$ cat src/pkg/indicator_map.svh
`ifndef INDICATOR_MAP_SVH
`define INDICATOR_MAP_SVH

// register indices; byte address is four times the index
`define IDX_FUNC_SELECT 8'h16
`define IDX_RATE_QUALIFY 8'h18
`define IDX_OVERRIDE 8'h19

// reset values
`define RST_FUNC_SELECT 16'h0a54
`define RST_RATE_QUALIFY 16'h0000
`define RST_OVERRIDE 16'h0000
`define RST_PIN 3'h7

// writable bits; everything else reads as zero
`define MASK_FUNC_SELECT 16'h0fff
`define MASK_RATE_QUALIFY 16'h7fff
`define MASK_OVERRIDE 16'h703f

// field positions and widths per indicator
`define FUNC_W 4
`define RATE_W 3
`define OVR_W 2
`define POL_LSB 12
`define BLINK_LSB 9
`define STRETCH_LSB 12

// axi responses
`define RESP_OKAY 2'h0
`define RESP_SLVERR 2'h2

// timing
`define CLK_PERIOD_PS 5000
`define MS_IN_PS 1000000000
`define MS_CYCLES (`MS_IN_PS / `CLK_PERIOD_PS)
`define BLINK_PERIOD_MS 84
`define BLINK_HALF_MS (`BLINK_PERIOD_MS / 2)
`define STRETCH_MS 170

`endif

$ cat src/pkg/indicator_pkg.sv
`default_nettype none
package indicator_pkg;

   // state-driven source selection
   typedef enum logic [3:0] {
      fn_collision = 4'h0,
      fn_error = 4'h1,
      fn_duplex = 4'h2,
      fn_duplex_col = 4'h3,
      fn_speed = 4'h4,
      fn_link = 4'h5,
      fn_tx = 4'h6,
      fn_rx = 4'h7,
      fn_activity = 4'h8,
      fn_link_rx = 4'h9,
      fn_link_act = 4'ha,
      fn_act_blink = 4'hb,
      fn_tx_blink = 4'hc,
      fn_rx_blink = 4'hd,
      fn_special = 4'he,
      fn_off = 4'hf
   } func_code_t;

   // software override
   typedef enum logic [1:0] {
      ovr_normal = 2'h0,
      ovr_blink = 2'h1,
      ovr_off = 2'h2,
      ovr_on = 2'h3
   } override_t;

   // speed qualification; other codes are reserved
   typedef enum logic [2:0] {
      rate_10 = 3'h0,
      rate_100 = 3'h5,
      rate_off = 3'h6
   } rate_qualify_t;

   typedef struct packed {
      logic [31:0] ms_cnt;
      logic [15:0] blink_ms;
      logic [15:0] stretch_ms;
      logic blink_phase;
      logic stretch_tick;
   } timer_state_t;

   typedef struct packed {
      logic [15:0] func_sel;
      logic [15:0] rate_sel;
      logic [15:0] override;
      logic aw_held;
      logic [7:0] aw_index;
      logic w_held;
      logic [15:0] w_data;
      logic [1:0] w_strb;
      logic bvalid;
      logic [1:0] bresp;
      logic rvalid;
      logic [31:0] rdata;
      logic [1:0] rresp;
      logic [7:0] age;
      logic [2:0] pin;
   } ctrl_state_t;

endpackage
`default_nettype wire

$ cat src/pkg/indicator_timer_if.sv
`timescale 1ns/1ps
`default_nettype none
interface indicator_timer_if;
   logic [2:0] blink_code; // blink period select
   logic [2:0] stretch_code; // stretch unit select
   logic blink_phase; // shared blink square wave
   logic stretch_tick; // one-cycle pulse per stretch unit
   modport timer (input blink_code, input stretch_code, output blink_phase, output stretch_tick);
   modport user (output blink_code, output stretch_code, input blink_phase, input stretch_tick);
endinterface
`default_nettype wire

$ cat src/core/indicator_timer.sv
`timescale 1ns/1ps
`default_nettype none
`include "indicator_map.svh"
module indicator_timer #(
   parameter int unsigned MS_CYCLES = `MS_CYCLES
) (
   input wire logic aclk,
   input wire logic aresetn,
   indicator_timer_if.timer tmr
);
   indicator_pkg::timer_state_t st; // registered state
   indicator_pkg::timer_state_t next_st; // next state
   logic ms_tick; // one millisecond elapsed
   logic [15:0] blink_last; // last count of a half period
   logic [15:0] stretch_last; // last count of a stretch unit

   // half period grows with the code so the default gives the nominal period
   assign blink_last = 16'(`BLINK_HALF_MS * ({13'h0000, tmr.blink_code} + 16'h0001) - 1);
   assign stretch_last = 16'(`STRETCH_MS * ({13'h0000, tmr.stretch_code} + 16'h0001) - 1);
   assign ms_tick = (st.ms_cnt == 32'(MS_CYCLES - 1));
   assign tmr.blink_phase = st.blink_phase;
   assign tmr.stretch_tick = st.stretch_tick;

   // millisecond prescaler feeding both timers
   always_comb
   begin
      next_st = st;
      next_st.stretch_tick = 1'b0;
      next_st.ms_cnt = ms_tick ? 32'h0000_0000 : st.ms_cnt + 32'h0000_0001;
      if (ms_tick)
      begin
         // code changes apply to the running half period, a shrink wraps at once
         if (st.blink_ms >= blink_last)
         begin
            next_st.blink_ms = 16'h0000;
            next_st.blink_phase = ~st.blink_phase;
         end
         else
         begin
            next_st.blink_ms = st.blink_ms + 16'h0001;
         end
         if (st.stretch_ms >= stretch_last)
         begin
            next_st.stretch_ms = 16'h0000;
            next_st.stretch_tick = 1'b1;
         end
         else
         begin
            next_st.stretch_ms = st.stretch_ms + 16'h0001;
         end
      end
   end

   // synchronous reset
   always_ff @(posedge aclk)
   begin
      if (!aresetn)
         st <= '0;
      else
         st <= next_st;
   end
endmodule
`default_nettype wire

$ cat src/core/status_indicator_control.sv
`timescale 1ns/1ps
`default_nettype none
`include "indicator_map.svh"
module status_indicator_control #(
   parameter int unsigned MS_CYCLES = `MS_CYCLES
) (
   input wire logic aclk,
   input wire logic aresetn,
   input wire logic [9:0] awaddr,
   input wire logic awvalid,
   output logic awready,
   input wire logic [31:0] wdata,
   input wire logic [3:0] wstrb,
   input wire logic wvalid,
   output logic wready,
   output logic [1:0] bresp,
   output logic bvalid,
   input wire logic bready,
   input wire logic [9:0] araddr,
   input wire logic arvalid,
   output logic arready,
   output logic [31:0] rdata,
   output logic [1:0] rresp,
   output logic rvalid,
   input wire logic rready,
   input wire logic link_up,
   input wire logic speed_100,
   input wire logic full_duplex,
   input wire logic tx_event,
   input wire logic rx_event,
   input wire logic collision_indication,
   input wire logic error_event,
   input wire logic interrupt_pending,
   output logic [2:0] indicator_pin
);
   localparam indicator_pkg::ctrl_state_t ST_RESET = '{
      func_sel: `RST_FUNC_SELECT,
      rate_sel: `RST_RATE_QUALIFY,
      override: `RST_OVERRIDE,
      pin: `RST_PIN,
      default: '0
   };

   indicator_pkg::ctrl_state_t st; // registered state
   indicator_pkg::ctrl_state_t next_st; // next state
   indicator_timer_if tmr_if (); // link to the shared timers
   logic [3:0] event_in; // collision, error, tx, rx
   logic [3:0] stretched; // events held visible
   logic traffic_activity; // stretched tx or rx
   logic [2:0] lit; // indicator active, before polarity
   logic [15:0] rd_word; // read mux result
   logic rd_hit; // read address is mapped
   logic [15:0] wr_old; // register under write
   logic [15:0] wr_mask; // its writable bits
   logic wr_hit; // write address is mapped
   logic [15:0] wr_merged; // strobe-merged write value

   // shared blink wave and stretch tick
   indicator_timer #(
      .MS_CYCLES(MS_CYCLES)
   ) u_timer (
      .aclk(aclk),
      .aresetn(aresetn),
      .tmr(tmr_if.timer)
   );

   // timer codes straight from the speed-qualify register
   assign tmr_if.blink_code = st.rate_sel[`BLINK_LSB +: 3];
   assign tmr_if.stretch_code = st.rate_sel[`STRETCH_LSB +: 3];

   // event sources, all on aclk so no synchroniser
   assign event_in = {rx_event, tx_event, error_event, collision_indication};

   // an event is visible while its age is non-zero
   genvar g;
   generate
      for (g = 0; g < 4; g++)
      begin : g_stretch
         assign stretched[g] = |st.age[2*g +: 2];
      end
   endgenerate
   assign traffic_activity = stretched[2] | stretched[3];

   // state-driven decode for one indicator
   function automatic logic decode_source(
      input int unsigned idx,
      input logic [3:0] code,
      input logic [2:0] rate,
      input logic blink,
      input logic link,
      input logic fast,
      input logic duplex,
      input logic irq,
      input logic [3:0] ev,
      input logic act
   );
      logic on;
      on = 1'b0;
      unique case (indicator_pkg::func_code_t'(code))
         indicator_pkg::fn_collision: on = ev[0];
         indicator_pkg::fn_error: on = ev[1];
         indicator_pkg::fn_duplex: on = duplex;
         // half duplex blinks on collision, full duplex steady
         indicator_pkg::fn_duplex_col: on = duplex | (ev[0] & blink);
         indicator_pkg::fn_speed:
         begin
            // reserved qualify codes leave the indicator dark
            case (indicator_pkg::rate_qualify_t'(rate))
               indicator_pkg::rate_10: on = link & ~fast;
               indicator_pkg::rate_100: on = link & fast;
               default: on = 1'b0;
            endcase
         end
         indicator_pkg::fn_link: on = link;
         indicator_pkg::fn_tx: on = ev[2];
         indicator_pkg::fn_rx: on = ev[3];
         // indicator 0 has no activity or link/rx mode
         indicator_pkg::fn_activity: on = (idx != 0) & act;
         indicator_pkg::fn_link_rx: on = (idx != 0) & link & ~(ev[3] & ~blink);
         // steady on link, dark half of the blink while traffic runs
         indicator_pkg::fn_link_act: on = link & ~(act & ~blink);
         indicator_pkg::fn_act_blink: on = act & blink;
         indicator_pkg::fn_tx_blink: on = ev[2] & blink;
         indicator_pkg::fn_rx_blink: on = ev[3] & blink;
         // indicator 2 shows interrupt, the others blink collision
         indicator_pkg::fn_special: on = (idx == 2) ? irq : (ev[0] & blink);
         indicator_pkg::fn_off: on = 1'b0;
      endcase
      return on;
   endfunction

   // per-indicator override and source selection
   generate
      for (g = 0; g < 3; g++)
      begin : g_indicator
         logic [1:0] ovr;
         logic state_on;
         assign ovr = st.override[`OVR_W*g +: `OVR_W];
         assign state_on = decode_source(g, st.func_sel[`FUNC_W*g +: `FUNC_W],
            st.rate_sel[`RATE_W*g +: `RATE_W], tmr_if.blink_phase, link_up,
            speed_100, full_duplex, interrupt_pending, stretched, traffic_activity);
         // each indicator picks its own path
         always_comb
         begin
            unique case (indicator_pkg::override_t'(ovr))
               indicator_pkg::ovr_normal: lit[g] = state_on;
               indicator_pkg::ovr_blink: lit[g] = tmr_if.blink_phase;
               indicator_pkg::ovr_off: lit[g] = 1'b0;
               indicator_pkg::ovr_on: lit[g] = 1'b1;
            endcase
         end
      end
   endgenerate

   // read mux; reserved bits already zero in storage
   always_comb
   begin
      rd_hit = 1'b1;
      unique case (araddr[9:2])
         `IDX_FUNC_SELECT: rd_word = st.func_sel;
         `IDX_RATE_QUALIFY: rd_word = st.rate_sel;
         `IDX_OVERRIDE: rd_word = st.override;
         default:
         begin
            rd_word = 16'h0000;
            rd_hit = 1'b0;
         end
      endcase
   end

   // write target and its writable bits
   always_comb
   begin
      wr_hit = 1'b1;
      unique case (st.aw_index)
         `IDX_FUNC_SELECT:
         begin
            wr_old = st.func_sel;
            wr_mask = `MASK_FUNC_SELECT;
         end
         `IDX_RATE_QUALIFY:
         begin
            wr_old = st.rate_sel;
            wr_mask = `MASK_RATE_QUALIFY;
         end
         `IDX_OVERRIDE:
         begin
            wr_old = st.override;
            wr_mask = `MASK_OVERRIDE;
         end
         default:
         begin
            wr_old = 16'h0000;
            wr_mask = 16'h0000;
            wr_hit = 1'b0;
         end
      endcase
   end

   // byte lanes 0 and 1 carry the 16-bit registers
   always_comb
   begin
      wr_merged = wr_old;
      if (st.w_strb[0])
         wr_merged[7:0] = st.w_data[7:0];
      if (st.w_strb[1])
         wr_merged[15:8] = st.w_data[15:8];
      wr_merged = wr_merged & wr_mask;
   end

   // handshake outputs; the slave takes one write and one read at a time
   assign awready = ~st.aw_held & ~st.bvalid;
   assign wready = ~st.w_held & ~st.bvalid;
   assign arready = ~st.rvalid;
   assign bvalid = st.bvalid;
   assign bresp = st.bresp;
   assign rvalid = st.rvalid;
   assign rdata = st.rdata;
   assign rresp = st.rresp;
   assign indicator_pin = st.pin;

   // whole next state
   always_comb
   begin
      next_st = st;
      // address and data are collected in either order
      if (awvalid && awready)
      begin
         next_st.aw_held = 1'b1;
         next_st.aw_index = awaddr[9:2];
      end
      if (wvalid && wready)
      begin
         next_st.w_held = 1'b1;
         next_st.w_data = wdata[15:0];
         next_st.w_strb = wstrb[1:0];
      end
      // both halves present: commit and answer
      if (st.aw_held && st.w_held)
      begin
         next_st.aw_held = 1'b0;
         next_st.w_held = 1'b0;
         next_st.bvalid = 1'b1;
         next_st.bresp = wr_hit ? `RESP_OKAY : `RESP_SLVERR;
         if (st.aw_index == `IDX_FUNC_SELECT)
            next_st.func_sel = wr_merged;
         if (st.aw_index == `IDX_RATE_QUALIFY)
            next_st.rate_sel = wr_merged;
         if (st.aw_index == `IDX_OVERRIDE)
            next_st.override = wr_merged;
      end
      if (st.bvalid && bready)
         next_st.bvalid = 1'b0;
      // reads answer one cycle after the address is taken
      if (arvalid && arready)
      begin
         next_st.rvalid = 1'b1;
         next_st.rdata = {16'h0000, rd_word};
         next_st.rresp = rd_hit ? `RESP_OKAY : `RESP_SLVERR;
      end
      if (st.rvalid && rready)
         next_st.rvalid = 1'b0;
      // age 2 on an event, down one per tick: held 1 to 2 units
      for (int i = 0; i < 4; i++)
      begin
         if (event_in[i])
            next_st.age[2*i +: 2] = 2'h2;
         else if (tmr_if.stretch_tick && stretched[i])
            next_st.age[2*i +: 2] = st.age[2*i +: 2] - 2'h1;
      end
      // polarity applied last, so forced modes obey it too
      next_st.pin = ~(lit ^ st.override[`POL_LSB +: 3]);
   end

   // synchronous reset
   always_ff @(posedge aclk)
   begin
      if (!aresetn)
         st <= ST_RESET;
      else
         st <= next_st;
   end
endmodule
`default_nettype wire

$ cat config.mk
export PLATFORM = sky130hd
export DESIGN_NAME = status_indicator_control
export DESIGN_NICKNAME = d
export VERILOG_FILES = /design/src/pkg/indicator_pkg.sv /design/src/pkg/indicator_timer_if.sv /design/src/core/indicator_timer.sv /design/src/core/status_indicator_control.sv
export VERILOG_INCLUDE_DIRS = /design/src /design/src/pkg
export SDC_FILE = /design/constraint.sdc
export NUM_CORES = 1
export LEC_CHECK = 0
export ABC_AREA = 1
export BUFFER_PORTS_ARGS = -buffer_cell sky130_fd_sc_hd__buf_2
export CAP_MARGIN = 20
export CORE_ASPECT_RATIO = 1.4
export CORE_MARGIN = 2
export CORE_UTILIZATION = 35
export DETAILED_ROUTE_END_ITERATION = 16
export SYNTH_ARGS = -nofsm -noshare
export SYNTH_HDL_FRONTEND = slang
export SYNTH_SLANG_ARGS = --single-unit
$ cat constraint.sdc
create_clock -name aclk -period 4.3 [get_ports aclk]
set_clock_uncertainty 0.15 [all_clocks]
set_input_delay 0.43 -clock aclk [delete_from_list [all_inputs] [get_ports aclk]]
set_output_delay 0.43 -clock aclk [all_outputs]
set_load 0.03 [all_outputs]
==> impl_table.tex, run 1 <==
\begin{tabular}{lr}
\hline
Metric & Value \\
\hline
\multicolumn{2}{l}{\textbf{Critical path}} \\
\quad Category of the worst setup path capture point & flip-flop \\
\quad Reg-to-reg startpoint & st[105]\$\_SDFFE\_PN0P\_ \\
\quad Critical path arrival & around 4.2 ns \\
\quad Critical setup path kind & flip-flop to flip-flop \\
\quad Critical-path cell with the highest stage delay & sky130\_fd\_sc\_hd\_\_dfxtp\_2 \\
\quad FF-to-FF End & u\_timer.st[7]\$\_SDFFE\_PN0P\_ \\
\quad Largest fanout on the critical path & 17 \\
\quad Worst Reg2Reg Path Length in Cells & 25 \\
\quad Dominant delay contributor by cell family on the critical path & simple AND/OR/NAND/NOR gates \\
\quad FF-to-FF setup slack & about 0.32 ns \\
\quad Total buffers and inverters traversed by the critical path & 5 \\
\quad Data required time at the worst endpoint & about 4.5 ns \\
\quad Worst stage delay on the critical path & 0.39 ns \\
\quad Type of origin of the critical path & flip-flop \\
\multicolumn{2}{l}{\textbf{Global route}} \\
\quad Remaining global-route overflow & 0 \\
\quad Number of antenna violations at the first check in global routing & 0 \\
\quad Via count of the first global-routing pass & 9,704 \\
\quad Overall global routing resource usage & a little under a fifth \\
\quad Largest net degree at the start of global routing & 63 \\
\quad First-pass GRT wire length & between 40,000 and 50,000 um \\
\multicolumn{2}{l}{\textbf{Logic synthesis}} \\
\quad Synth Flop Type & sky130\_fd\_sc\_hd\_\_dfxtp\_1 \\
\quad Proportion of synthesized flip-flops having asynchronous set or reset & 0\% \\
\quad Count of warnings emitted by yosys & 0 \\
\quad Count of distinct cell types in the synthesized netlist & between 40 and 50 \\
\quad Sequential cell area fraction in the yosys report & a little under a third \\
\quad Proportion of netlist area held by the largest area contributor & 31.6\% \\
\quad Dominant cell type by area after synthesis & sky130\_fd\_sc\_hd\_\_dfxtp\_1 \\
\quad Synthesized cell area & between 10,000 and 15,000 um\^{}2 \\
\quad Cell types occupying the most area after synthesis & sky130\_fd\_sc\_hd\_\_dfxtp\_1 32\%, sky130\_fd\_sc\_hd\_\_nand2\_1 14\%, sky130\_fd\_sc\_hd\_\_nand3\_1 7.6\% \\
\quad Post-Syn Area per Cell & $\sim$6.6 um\^{}2 \\
\quad Synthesized instance count & about 1,600 \\
\quad Count of state elements after synthesis & between 150 and 200 \\
\quad Count of flip-flops with a built-in enable after synthesis & 0 \\
\multicolumn{2}{l}{\textbf{Finish}} \\
\quad Multi-input gate area & roughly 6200 um\^{}2 \\
\quad Synth-to-Final Area Change & 10.8\% \\
\quad Number of diodes & 0 \\
\quad Number of fill cells in the layout & approximately 3,200 \\
\quad FF/Latch Area & around 3400 um\^{}2 \\
\quad Area of all placed cells without fillers & between 10,000 and 15,000 um\^{}2 \\
\quad Share of post-route cells with drive strength above 1 & a little under a tenth \\
\quad Number of nets at the end of the flow & approximately 1,800 \\
\multicolumn{2}{l}{\textbf{Detailed routing}} \\
\quad DRC errors left & 0 \\
\quad Total iterations of the first detailed-routing run & 5 \\
\quad Average detailed-routed wire length per instance & between 10 and 15 um \\
\quad Post-detailed-routing wire length & approximately 30,000 um \\
\quad Number of vias per cell & 5.03 \\
\quad Post-detailed-route count of antenna-violating nets & 0 \\
\quad Detailed Route Iter0 Violations & approximately 580 \\
\quad Number of vias in the routed layout & $\sim$10,000 \\
\multicolumn{2}{l}{\textbf{Placement}} \\
\quad Cell area reported after detailed placement & 11,100 um\^{}2 \\
\quad Worst slack after detailed placement & approximately 0.12 ns \\
\quad Number of buffers inserted by port buffering & between 70 and 80 \\
\quad DPL Wire Length & 21,900 um \\
\quad RePlAce Congestion & just over 0.9 \\
\multicolumn{2}{l}{\textbf{Die}} \\
\quad Core box area & between 20,000 and 30,000 um\^{}2 \\
\quad I/O pin count & between 100 and 150 \\
\quad Starting density of the core & 35.6\% \\
\quad Horiz. Die Dim & roughly 150 um \\
\quad Die Footprint & about 32,000 um\^{}2 \\
\quad Die boundary height & 210 um \\
\quad Rows & 75 \\
\multicolumn{2}{l}{\textbf{Worst hold path}} \\
\quad Startpoint of the worst hold path & collision\_indication \\
\quad Worst min-delay path endpoint & st[3]\$\_SDFFE\_PP0P\_ \\
\quad Worst hold path type & input port to flip-flop \\
\quad Hold path cells & 2 \\
\multicolumn{2}{l}{\textbf{CTS}} \\
\quad Clock tree from TritonCTS & built \\
\quad Clk slew on worst S/H paths & $\sim$0.07 ns \\
\quad Count of clock tree sinks & about 170 \\
\quad Buffer levels on the longest clock path & 2 \\
\quad CTS HTree Levels & 4 \\
\quad Clock latency reported for the late side of the worst-skew pair & 0.45 ns \\
\quad Number of buffers created by CTS & 17 \\
\quad Root buffer cell & sky130\_fd\_sc\_hd\_\_clkbuf\_16 \\
\multicolumn{2}{l}{\textbf{STA}} \\
\quad Final critical-path share of the clock period & 92.5\% \\
\quad Tmin final & 3.98 ns \\
\quad Count of pins over their slew limit & 0 \\
\quad Slew margin rel. & 41.9\% \\
\quad Setup Total Neg Slack & 0 ns \\
\quad Min setup slack post-route & 0.322 ns \\
\quad Final hold violation count & 0 \\
\quad Fmax & about 250 MHz \\
\quad Setup violations, final & 0 \\
\quad Actual transition at the worst max-transition pin & about 0.87 ns \\
\multicolumn{2}{l}{\textbf{Pwr}} \\
\quad Total power of the final layout & around 3.5 mW \\
\quad Worst voltage drop across the vdd grid & around 0.32 mV \\
\quad Static leakage & approximately 5.0 nW \\
\quad Power per unit of standard cell area & between 200 and 300 nW/um\^{}2 \\
\multicolumn{2}{l}{\textbf{Outcome}} \\
\quad Status & complete, no violations \\
\multicolumn{2}{l}{\textbf{Job}} \\
\quad Number of max-cap violations & 0 \\
\hline
\end{tabular}
-- final cells by class --
cell class	count	share of cell area (%)
clock inverter	8	0.922
multi-input combinational	1212	52.9
tap	385	4.08
timing repair buffer	89	4.26
clock buffer	23	4.14
inverter	163	5.19
sequential	168	28.5
-- stage by stage --
| stage | hold slack, ns | cells | util [%] |
|---|---|---|---|
| floorplan | 0.268 | 1638 | - |
| global placement | 0.280 | 2014 | 37.1 |
| detailed placement | 0.293 | 2014 | 37.1 |
| CTS | 0.00883 | 2046 | 39.2 |
| global route | 0.0263 | 2048 | 39.4 |
| finish | 0.0193 | 2048 | 39.4 |
-- cell families after synthesis --
logic type                 after synthesis  share of synthesized area (%)
other                                    2                         0.0705
xor gates and xnor gates                50                           4.11
and+or+nand+nor                        863                           35.5
adders and majority gates               56                           6.65
DFF                                    168                           31.6
buffers and inverters                  258                           11.0
AOI/OAI and AO/OA                      223                           11.0
-- cells in the mapped netlist (all sizes together), types with 10 or more instances --
master,n
o21ai,73
xor2,36
inv,163
a21oi,126
nor2,203
nand3b,10
nor3,29
nand4,32
o21a,14
nand2,395
dfxtp,168
nor4,12
ha,55
clkbuf,31
buf,64
nand3,164
xnor2,14
-- flip-flops by register name, indices dropped and copies added (netlist names), 3 cells and up --
signal / flops
g_indicator.ovr: 6
indicator_pin: 3
rdata: 15
st: 74
u_timer.st: 64
-- worst max path at each step --
stage | endpoint | depth (start not counted) | startpoint | slack (ns)
floorplan | u_timer.st[15]$_SDFFE_PN0P_ | 27 | st[105]$_SDFFE_PN0P_ | 0.26
global placement | u_timer.st[17]$_SDFFE_PN0P_ | 24 | st[105]$_SDFFE_PN0P_ | 0.15
detailed placement | u_timer.st[6]$_SDFFE_PN0P_ | 26 | st[105]$_SDFFE_PN0P_ | 0.12
CTS | u_timer.st[6]$_SDFFE_PN0P_ | 26 | st[105]$_SDFFE_PN0P_ | 0.09
global route | u_timer.st[7]$_SDFFE_PN0P_ | 26 | st[105]$_SDFFE_PN0P_ | -0.03
finish | u_timer.st[7]$_SDFFE_PN0P_ | 25 | st[105]$_SDFFE_PN0P_ | 0.32
-- placed cells by master (no fill, tap or decap), drive strengths merged --
cell type    synthesis  routed
nand2              395     395
nor2               203     203
dfxtp              168     168
inv                163     166
nand3              164     164
a21oi              126     126
buf                 64      88
o21ai               73      73
ha                  55      55
xor2                36      36
nand4               32      32
nor3                29      29
clkbuf              31      23
conb                 2      20
o21a                14      14
xnor2               14      14
nor4                12      12
nand3b              10      10
or2                  5       5
nor3b                5       5
o211ai               3       3
and2                 3       3
clkinv               0       3
o22ai                2       2
o31ai                2       2
bufinv               0       2
nor2b                2       2
and3                 1       1
a31oi                1       1
nor4b                1       1
a211oi               1       1
o21bai               1       1
or3                  1       1
fa                   1       1
dlygate4sd3          0       1
-- repair_timing --
item / 4_1_cts / 5_1_grt
setup endpoints to repair: 0 / 33
setup buffers: 0 / 2
resized for setup: 0 / 16
hold buffers: 1 / 0
hold endpoints to repair: 1 / 0
-- where the power goes --
| group | internal (mW) | leakage (nW) | switching, mW |
|---|---|---|---|
| registers | 1.59 | 1.36 | 0.0240 |
| logic | 0.0742 | 3.32 | 0.190 |
| clock network | 0.920 | 0.295 | 0.667 |
| total | 2.59 | 4.97 | 0.881 |
-- routing by layer --
layer	global-route usage [%]	vias to the layer above	wire length (um)
met2	34.8	229	15300
li1	-	5291	-
met4	7.19	0	877
met5	0	-	0
met3	3.66	61	1180
met1	21.0	4718	12000
(Power assumes the default switching activity.)
==> run 2, diff against run 1 <==
- PLACE_DENSITY: unset -> 0.64
- RECOVER_POWER: unset -> 50
==> run 2 against run 1 <==
The flow now finishes with violations (capacitance limit, slew limit). Sequential power hardly changed. Power is 0.59% higher. Critical path depth is 6 lower. Wire length is 0.96% lower. Combinational power is 2% lower. Critical path type unchanged. Critical endpoint is now u_timer.st[28]$_SDFFE_PN0P_. Largest cell class unchanged. Largest power group unchanged.
==> impl_table.tex, run 2 (synthesis results as in run 1) <==
\begin{tabular}{lr}
\hline
Metric & Value \\
\hline
\multicolumn{2}{l}{\textbf{Outcome}} \\
\quad Status & finished, violations left (was complete, no violations) \\
\quad Violated checks & capacitance limit, slew limit \\
\multicolumn{2}{l}{\textbf{Worst hold path}} \\
\quad Worst hold path type & input port to flip-flop (unchanged) \\
\quad Startpoint of the worst hold path & collision\_indication (unchanged) \\
\quad Worst min-delay path endpoint & st[3]\$\_SDFFE\_PP0P\_ (unchanged) \\
\quad Hold path cells & 2 (unchanged) \\
\multicolumn{2}{l}{\textbf{CTS}} \\
\quad Root buffer cell & sky130\_fd\_sc\_hd\_\_clkbuf\_16 (unchanged) \\
\quad Count of clock tree sinks & 168 (unchanged) \\
\quad CTS HTree Levels & 4 (unchanged) \\
\quad Clock latency reported for the late side of the worst-skew pair & 0.45 ns (about the same) \\
\quad Clock tree from TritonCTS & built (unchanged) \\
\quad Clk slew on worst S/H paths & 0.07 ns (about the same) \\
\quad Post-CTS setup buffers & 0 (unchanged) \\
\quad Buffer levels on the longest clock path & 2 (unchanged) \\
\quad Number of buffers created by CTS & 17 (unchanged) \\
\multicolumn{2}{l}{\textbf{Die}} \\
\quad Core box area & 29,900 um\^{}2 (unchanged) \\
\quad Die Footprint & 31,900 um\^{}2 (unchanged) \\
\quad Die boundary height & 210 um (unchanged) \\
\quad Rows & 75 (unchanged) \\
\quad Starting density of the core & 35.6\% (unchanged) \\
\quad Horiz. Die Dim & 151 um (unchanged) \\
\quad I/O pin count & 115 (unchanged) \\
\multicolumn{2}{l}{\textbf{Pwr}} \\
\quad Power per unit of standard cell area & 298 nW/um\^{}2 (was 294 nW/um\^{}2) \\
\quad Sequential group share of total power & 46.3\% (was 46.6\%) \\
\quad Sw Share & 25.6\% (was 25.4\%) \\
\quad Combinational group share of total power & 7.4\% (was 7.6\%) \\
\quad Worst voltage drop across the vdd grid & 0.305 mV (was 0.319 mV) \\
\quad Pint & 2.59 mW (about the same) \\
\quad Static leakage & 4.85 nW (was 4.98 nW) \\
\quad Reported net switching power & 894 uW (was 881 uW) \\
\quad Relative contribution of the clock network to total power & 46.2\% (was 45.8\%) \\
\multicolumn{2}{l}{\textbf{STA}} \\
\quad Fmax & 255 MHz (was 251 MHz) \\
\quad Actual transition at the worst max-transition pin & 1.53 ns (was 0.867 ns) \\
\quad Count of pins over their slew limit & 32 (was 0) \\
\quad Slew margin rel. & -2.00\% (was 41.9\%) \\
\quad Setup violations, final & 0 (unchanged) \\
\quad Final critical-path share of the clock period & 91.1\% (was 92.5\%) \\
\quad Final hold violation count & 0 (unchanged) \\
\quad Tmin final & 3.92 ns (was 3.98 ns) \\
\quad Final-layout worst hold slack & 0.0436 ns (was 0.0193 ns) \\
\multicolumn{2}{l}{\textbf{Global route}} \\
\quad Via count of the first global-routing pass & 9,908 (was 9,704) \\
\quad Remaining global-route overflow & 0 (unchanged) \\
\quad Largest net degree at the start of global routing & 71 (was 63) \\
\quad Overall global routing resource usage & 18.9\% (about the same) \\
\quad Number of antenna violations at the first check in global routing & 0 (unchanged) \\
\quad First-pass GRT wire length & 48,200 um (was 47,800 um) \\
\multicolumn{2}{l}{\textbf{Finish}} \\
\quad FF/Latch Area & 3370 um\^{}2 (unchanged) \\
\quad Top reg by flops & st (unchanged) \\
\quad Most common cell after layout, fill and taps aside & sky130\_fd\_sc\_hd\_\_nand2\_1 (unchanged) \\
\quad Multi-input gate area & 6200 um\^{}2 (was 6240 um\^{}2) \\
\quad Commonest cells after routing, fill and taps aside & 392 x sky130\_fd\_sc\_hd\_\_nand2\_1, 200 x sky130\_fd\_sc\_hd\_\_nor2\_1, 165 x sky130\_fd\_sc\_hd\_\_dfxtp\_1 (was 391 x sky130\_fd\_sc\_hd\_\_nand2\_1, 198 x sky130\_fd\_sc\_hd\_\_nor2\_1, 165 x sky130\_fd\_sc\_hd\_\_dfxtp\_1) \\
\quad Area of all placed cells without fillers & 11,700 um\^{}2 (was 11,800 um\^{}2) \\
\quad Number of nets at the end of the flow & 1,778 (unchanged) \\
\quad Share of post-route cells with drive strength above 1 & 7.52\% (was 9.56\%) \\
\quad Number of diodes & 0 (unchanged) \\
\quad Largest register FFs & 74 (unchanged) \\
\quad Synth-to-Final Area Change & 9.99\% (was 10.8\%) \\
\quad Number of fill cells in the layout & 3,192 (was 3,213) \\
\multicolumn{2}{l}{\textbf{Placement}} \\
\quad Cell area reported after detailed placement & 11,100 um\^{}2 (unchanged) \\
\quad DPL Wire Length & 21,800 um (was 21,900 um) \\
\quad Number of buffers inserted by port buffering & 72 (unchanged) \\
\quad RePlAce Congestion & 0.935 (was 0.932) \\
\multicolumn{2}{l}{\textbf{Detailed routing}} \\
\quad Post-detailed-route count of antenna-violating nets & 0 (unchanged) \\
\quad Post-detailed-routing wire length & 29,100 um (was 29,300 um) \\
\quad Total iterations of the first detailed-routing run & 5 (unchanged) \\
\quad DRC errors left & 0 (unchanged) \\
\quad Average detailed-routed wire length per instance & 14.2 um (was 14.3 um) \\
\quad Number of vias in the routed layout & 10,400 (was 10,300) \\
\quad Number of vias per cell & 5.07 (was 5.03) \\
\quad Detailed Route Iter0 Violations & 757 (was 583) \\
\multicolumn{2}{l}{\textbf{Critical path}} \\
\quad Worst stage delay on the critical path & 0.41 ns (was 0.39 ns) \\
\quad Dominant delay contributor by cell family on the critical path & adder cells (was simple AND/OR/NAND/NOR gates) \\
\quad FF-to-FF End & u\_timer.st[28]\$\_SDFFE\_PN0P\_ (was u\_timer.st[7]\$\_SDFFE\_PN0P\_) \\
\quad Type of origin of the critical path & flip-flop (unchanged) \\
\quad Worst-path cell chain & ha\_1, ha\_1, fa\_1, ha\_1, nand3\_1, nand2\_1, xnor2\_1, and3\_2, nand2\_1, xnor2\_1, ha\_1, a21oi\_1, o21ai\_0, a21oi\_1, nand2\_1, buf\_4, nor2\_1, nand2\_1, a21oi\_1 \\
\quad Data required time at the worst endpoint & 4.52 ns (was 4.53 ns) \\
\quad Critical setup path kind & flip-flop to flip-flop (unchanged) \\
\quad Reg-to-reg startpoint & st[103]\$\_SDFFE\_PN0P\_ (was st[105]\$\_SDFFE\_PN0P\_) \\
\quad Worst Reg2Reg Path Length in Cells & 19 (was 25) \\
\quad Largest fanout on the critical path & 10 (was 17) \\
\quad Critical-path cell with the highest stage delay & sky130\_fd\_sc\_hd\_\_dfxtp\_1 (was sky130\_fd\_sc\_hd\_\_dfxtp\_2) \\
\quad Category of the worst setup path capture point & flip-flop (unchanged) \\
\quad Critical path arrival & 4.14 ns (was 4.21 ns) \\
\quad Total buffers and inverters traversed by the critical path & 1 (was 5) \\
\quad FF-to-FF setup slack & 0.38 ns (was 0.32 ns) \\
\multicolumn{2}{l}{\textbf{Job}} \\
\quad Number of max-cap violations & 1 (was 0) \\
\hline
\end{tabular}
## run 2: cell count changes in the layout (fill, tap and decap cells not counted), sizes merged
cell and delta:
clkbuf +24, bufinv +1, clkinvlp +3, buf -29, inv +2, clkinv -1
## run 2: area by class of cell
class	count	area share [%]
Clock buffer	18	3.75
Clock inverter	13	1.42
Inverter	163	5.22
Multi-Input combinational cell	1212	52.9
Sequential cell	168	28.8
Tap cell	385	4.11
Timing Repair Buffer	89	3.82
## run 2: worst max-delay path by stage
stage	to	slack, ns	depth (start not counted)	start
floorplan	u_timer.st[15]$_SDFFE_PN0P_	0.26	27	st[105]$_SDFFE_PN0P_
detailed placement	u_timer.st[10]$_SDFFE_PN0P_	0.14	26	st[105]$_SDFFE_PN0P_
CTS	u_timer.st[13]$_SDFFE_PN0P_	0.14	26	st[105]$_SDFFE_PN0P_
finish	u_timer.st[28]$_SDFFE_PN0P_	0.38	19	st[103]$_SDFFE_PN0P_
global placement	u_timer.st[17]$_SDFFE_PN0P_	0.23	25	st[105]$_SDFFE_PN0P_
global route	u_timer.st[6]$_SDFFE_PN0P_	-0.007	26	st[105]$_SDFFE_PN0P_
## run 2: routing by layer
layer | wire (um) | global-route usage (%) | vias up
li1 | - | - | 5291
met1 | 11900 | 21.4 | 4740
met2 | 15000 | 34.5 | 288
met3 | 1140 | 2.62 | 60
met4 | 960 | 8.44 | 0
met5 | 0 | 0 | -
## run 2: power by group through the flow
stage          combinational (mW)  sequential [mW]  clock [mW]
2_1_floorplan               0.205             1.65           0
3_3_place_gp                0.261             1.65           0
3_5_place_dp                0.265             1.65           0
4_1_cts                     0.266             1.62        1.65
5_1_grt                     0.292             1.62        1.72
6_report                    0.260             1.62        1.61
## run 2: worst reg2reg max path, stage by stage (launching register included)
cell,delay [ns]
sky130_fd_sc_hd__dfxtp_1,0.41
sky130_fd_sc_hd__ha_1,0.30
sky130_fd_sc_hd__ha_1,0.23
sky130_fd_sc_hd__fa_1,0.37
sky130_fd_sc_hd__ha_1,0.32
sky130_fd_sc_hd__nand3_1,0.10
sky130_fd_sc_hd__nand2_1,0.08
sky130_fd_sc_hd__xnor2_1,0.21
sky130_fd_sc_hd__and3_2,0.27
sky130_fd_sc_hd__nand2_1,0.07
sky130_fd_sc_hd__xnor2_1,0.14
sky130_fd_sc_hd__ha_1,0.31
sky130_fd_sc_hd__a21oi_1,0.14
sky130_fd_sc_hd__o21ai_0,0.08
sky130_fd_sc_hd__a21oi_1,0.13
sky130_fd_sc_hd__nand2_1,0.08
sky130_fd_sc_hd__buf_4,0.17
sky130_fd_sc_hd__nor2_1,0.10
sky130_fd_sc_hd__nand2_1,0.06
sky130_fd_sc_hd__a21oi_1,0.12
## run 2: timing repair
| action | CTS | global route |
|---|---|---|
| hold buffers | 1 | 0 |
| gates resized for setup | 0 | 13 |
| setup endpoints to repair | 0 | 21 |
| endpoints found under the hold margin | 1 | 0 |
## run 2: per-stage QoR
step / setup TNS, ns / utilization (%) / setup WS (ns) / std cells / power [mW]
2_1_floorplan: 0 / - / 0.260 / 1638 / 1.85
3_3_place_gp: 0 / 37.1 / 0.226 / 2016 / 1.91
3_5_place_dp: 0 / 37.1 / 0.142 / 2016 / 1.92
4_1_cts: 0 / 39.2 / 0.137 / 2048 / 3.53
5_1_grt: -0.0102 / 39.1 / -0.00743 / 2048 / 3.63
6_report: 0 / 39.1 / 0.383 / 2048 / 3.49
==> run 3, diff against run 2 <==
- PLACE_DENSITY: 0.64 -> 0.53
- clock period: 4.3 -> 4.5 ns (I/O delays scaled with it)
==> run 3 against run 2 <==
The flow still finishes with violations (capacitance limit, slew limit). Core utilization is essentially flat. Highest routed layer unchanged. Clock power shrank 3%. Sequential power shrank 5%. Largest cell class unchanged. Critical endpoint is now u_timer.st[11]$_SDFFE_PN0P_.
==> impl_table.tex, run 3 (synthesis results as in run 1) <==
\begin{tabular}{lr}
\hline
Metric & Value \\
\hline
\multicolumn{2}{l}{\textbf{Finish}} \\
\quad Top reg by flops & st (unchanged) \\
\quad Commonest cells after routing, fill and taps aside & 391 x sky130\_fd\_sc\_hd\_\_nand2\_1, 198 x sky130\_fd\_sc\_hd\_\_nor2\_1, 167 x sky130\_fd\_sc\_hd\_\_dfxtp\_1 (was 392 x sky130\_fd\_sc\_hd\_\_nand2\_1, 200 x sky130\_fd\_sc\_hd\_\_nor2\_1, 165 x sky130\_fd\_sc\_hd\_\_dfxtp\_1) \\
\quad Number of nets at the end of the flow & 1,774 (was 1,778) \\
\quad Most common cell after layout, fill and taps aside & sky130\_fd\_sc\_hd\_\_nand2\_1 (unchanged) \\
\quad Share of post-route cells with drive strength above 1 & 7.29\% (was 7.52\%) \\
\quad Fraction of the core area covered by cells at the end of the flow & 39.1\% (about the same) \\
\quad Synth-to-Final Area Change & 9.87\% (was 9.99\%) \\
\quad Largest register FFs & 74 (unchanged) \\
\quad Number of diodes & 0 (unchanged) \\
\quad Number of fill cells in the layout & 3,226 (was 3,192) \\
\quad Final instance count without filler cells & 2,044 (was 2,048) \\
\multicolumn{2}{l}{\textbf{CTS}} \\
\quad Number of buffers created by CTS & 17 (unchanged) \\
\quad Count of clock tree sinks & 168 (unchanged) \\
\quad Buffer levels on the longest clock path & 2 (unchanged) \\
\quad Clock latency reported for the late side of the worst-skew pair & 0.44 ns (was 0.45 ns) \\
\quad Root buffer cell & sky130\_fd\_sc\_hd\_\_clkbuf\_16 (unchanged) \\
\quad Clock tree from TritonCTS & built (unchanged) \\
\quad CTS HTree Levels & 4 (unchanged) \\
\quad Clk slew on worst S/H paths & 0.07 ns (about the same) \\
\multicolumn{2}{l}{\textbf{STA}} \\
\quad Slew margin rel. & -44.7\% (was -2.00\%) \\
\quad Setup violations, final & 0 (unchanged) \\
\quad Actual transition at the worst max-transition pin & 2.14 ns (was 1.53 ns) \\
\quad Final critical-path share of the clock period & 93.6\% (was 91.1\%) \\
\quad Final hold violation count & 0 (unchanged) \\
\quad Setup Total Neg Slack & 0 ns (unchanged) \\
\quad Count of pins over their slew limit & 31 (was 32) \\
\quad Tmin final & 4.21 ns (was 3.92 ns) \\
\quad Fmax & 238 MHz (was 255 MHz) \\
\multicolumn{2}{l}{\textbf{Detailed routing}} \\
\quad Average detailed-routed wire length per instance & 15.1 um (was 14.2 um) \\
\quad Total iterations of the first detailed-routing run & 5 (unchanged) \\
\quad Post-detailed-routing wire length & 30,800 um (was 29,100 um) \\
\quad Post-detailed-route count of antenna-violating nets & 0 (unchanged) \\
\quad Number of vias in the routed layout & 10,200 (was 10,400) \\
\quad Detailed Route Iter0 Violations & 532 (was 757) \\
\quad Number of vias per cell & 5.00 (was 5.07) \\
\quad DRC errors left & 0 (unchanged) \\
\multicolumn{2}{l}{\textbf{Placement}} \\
\quad DPL Wire Length & 22,700 um (was 21,800 um) \\
\quad Placed Cells & 2,011 (was 2,016) \\
\quad Number of buffers inserted by port buffering & 72 (unchanged) \\
\quad RePlAce Congestion & 0.902 (was 0.935) \\
\multicolumn{2}{l}{\textbf{Outcome}} \\
\quad Status & finished, violations left (unchanged) \\
\quad Violated checks & capacitance limit, slew limit (unchanged) \\
\multicolumn{2}{l}{\textbf{Critical path}} \\
\quad Critical setup path kind & flip-flop to flip-flop (unchanged) \\
\quad Largest fanout on the critical path & 5 (was 10) \\
\quad Critical path arrival & 4.37 ns (was 4.14 ns) \\
\quad Worst Reg2Reg Path Length in Cells & 19 (unchanged) \\
\quad FF-to-FF End & u\_timer.st[11]\$\_SDFFE\_PN0P\_ (was u\_timer.st[28]\$\_SDFFE\_PN0P\_) \\
\quad Reg-to-reg startpoint & st[105]\$\_SDFFE\_PN0P\_ (was st[103]\$\_SDFFE\_PN0P\_) \\
\quad Data required time at the worst endpoint & 4.66 ns (was 4.52 ns) \\
\quad Type of origin of the critical path & flip-flop (unchanged) \\
\quad FF-to-FF setup slack & 0.29 ns (was 0.38 ns) \\
\quad Category of the worst setup path capture point & flip-flop (unchanged) \\
\multicolumn{2}{l}{\textbf{Job}} \\
\quad Number of max-cap violations & 2 (was 1) \\
\multicolumn{2}{l}{\textbf{Global route}} \\
\quad GRT busiest layer & met2 (unchanged) \\
\quad Via count of the first global-routing pass & 9,697 (was 9,908) \\
\quad Met2 usage & 35.2\% (was 34.5\%) \\
\quad Met3 capacity usage during global routing & 2.51\% (was 2.62\%) \\
\quad Remaining global-route overflow & 0 (unchanged) \\
\quad Number of antenna violations at the first check in global routing & 0 (unchanged) \\
\quad Overall global routing resource usage & 19.8\% (was 18.9\%) \\
\quad Largest net degree at the start of global routing & 61 (was 71) \\
\quad Met1 Usage GRT & 23.3\% (was 21.4\%) \\
\quad First-pass GRT wire length & 49,500 um (was 48,200 um) \\
\multicolumn{2}{l}{\textbf{Die}} \\
\quad I/O pin count & 115 (unchanged) \\
\quad Rows & 75 (unchanged) \\
\quad Starting density of the core & 35.6\% (unchanged) \\
\quad Core box area & 29,900 um\^{}2 (unchanged) \\
\quad Die boundary height & 210 um (unchanged) \\
\quad Horiz. Die Dim & 151 um (unchanged) \\
\quad Die Footprint & 31,900 um\^{}2 (unchanged) \\
\multicolumn{2}{l}{\textbf{Pwr}} \\
\quad Power per unit of standard cell area & 286 nW/um\^{}2 (was 298 nW/um\^{}2) \\
\quad Static leakage & 4.85 nW (about the same) \\
\quad Worst voltage drop across the vdd grid & 0.303 mV (was 0.305 mV) \\
\multicolumn{2}{l}{\textbf{Worst hold path}} \\
\quad Worst hold path type & input port to flip-flop (unchanged) \\
\quad Worst min-delay path endpoint & bvalid\$\_SDFFE\_PP0P\_ (was st[3]\$\_SDFFE\_PP0P\_) \\
\quad Startpoint of the worst hold path & bready (was collision\_indication) \\
\quad Hold path cells & 2 (unchanged) \\
\hline
\end{tabular}
[run 3: critical path, stage by stage (launching register included)]
cell	delay (ns)
sky130_fd_sc_hd__dfxtp_2	0.35
sky130_fd_sc_hd__ha_1	0.35
sky130_fd_sc_hd__ha_1	0.20
sky130_fd_sc_hd__ha_1	0.34
sky130_fd_sc_hd__inv_1	0.10
sky130_fd_sc_hd__nand2_1	0.11
sky130_fd_sc_hd__nand2_2	0.08
sky130_fd_sc_hd__ha_2	0.20
sky130_fd_sc_hd__nand2_1	0.08
sky130_fd_sc_hd__o22ai_1	0.08
sky130_fd_sc_hd__xnor2_1	0.31
sky130_fd_sc_hd__nor3b_2	0.29
sky130_fd_sc_hd__nand2_1	0.08
sky130_fd_sc_hd__ha_1	0.28
sky130_fd_sc_hd__nand2_1	0.08
sky130_fd_sc_hd__nor4_1	0.51
sky130_fd_sc_hd__a21oi_4	0.15
sky130_fd_sc_hd__buf_4	0.20
sky130_fd_sc_hd__nand3b_1	0.08
sky130_fd_sc_hd__a21oi_1	0.06
[run 3: worst max path at each step]
| stage | slack [ns] | to | start |
|---|---|---|---|
| 6_report | 0.29 | u_timer.st[11]$_SDFFE_PN0P_ | st[105]$_SDFFE_PN0P_ |
| 3_5_place_dp | 0.18 | u_timer.st[14]$_SDFFE_PN0P_ | st[105]$_SDFFE_PN0P_ |
| 2_1_floorplan | 0.46 | u_timer.st[15]$_SDFFE_PN0P_ | st[105]$_SDFFE_PN0P_ |
| 4_1_cts | 0.17 | u_timer.st[14]$_SDFFE_PN0P_ | st[105]$_SDFFE_PN0P_ |
| 5_1_grt | -0.05 | u_timer.st[10]$_SDFFE_PN0P_ | st[105]$_SDFFE_PN0P_ |
| 3_3_place_gp | 0.28 | u_timer.st[17]$_SDFFE_PN0P_ | st[105]$_SDFFE_PN0P_ |
[run 3: final cells by class]
class / instances / area (um^2) / share of cell area [%]
repair buffers: 85 / 430 / 3.68
inverters: 163 / 612 / 5.23
multi-input cells: 1212 / 6200 / 53.0
flip-flops and latches: 168 / 3360 / 28.8
clock inverters: 10 / 144 / 1.23
clock buffers: 21 / 470 / 4.02
well taps: 385 / 482 / 4.12
[run 3: metal layers]
layer  vias to the layer above  wire [um]
met5                         -          0
met2                       201      15400
met4                         0       1120
met3                        51        964
li1                       5279          -
met1                      4690      13300
[run 3: repair_timing]
item,in CTS,in global routing
gates resized for setup,0,14
buffers inserted,0,0
setup endpoints to repair,0,17
hold buffers,0,0
hold endpoints to repair,0,0
[run 3: where the power goes]
group          switching, mW  internal, mW
Sequential            0.0219          1.52
Clock                  0.643         0.917
Combinational          0.181        0.0653
[run 3: metrics by stage]
step                      worst slack, ns  power, mW  cell area (um^2)  hold WS, ns
final                               0.290       3.35             11700       0.0356
after global placement              0.283       1.83             11100        0.284
after detailed placement            0.179       1.83             11100        0.294
after CTS                           0.172       3.40             11700       0.0140
after floorplan                     0.460       1.77             10700        0.268
after global routing              -0.0528       3.47             11700       0.0210
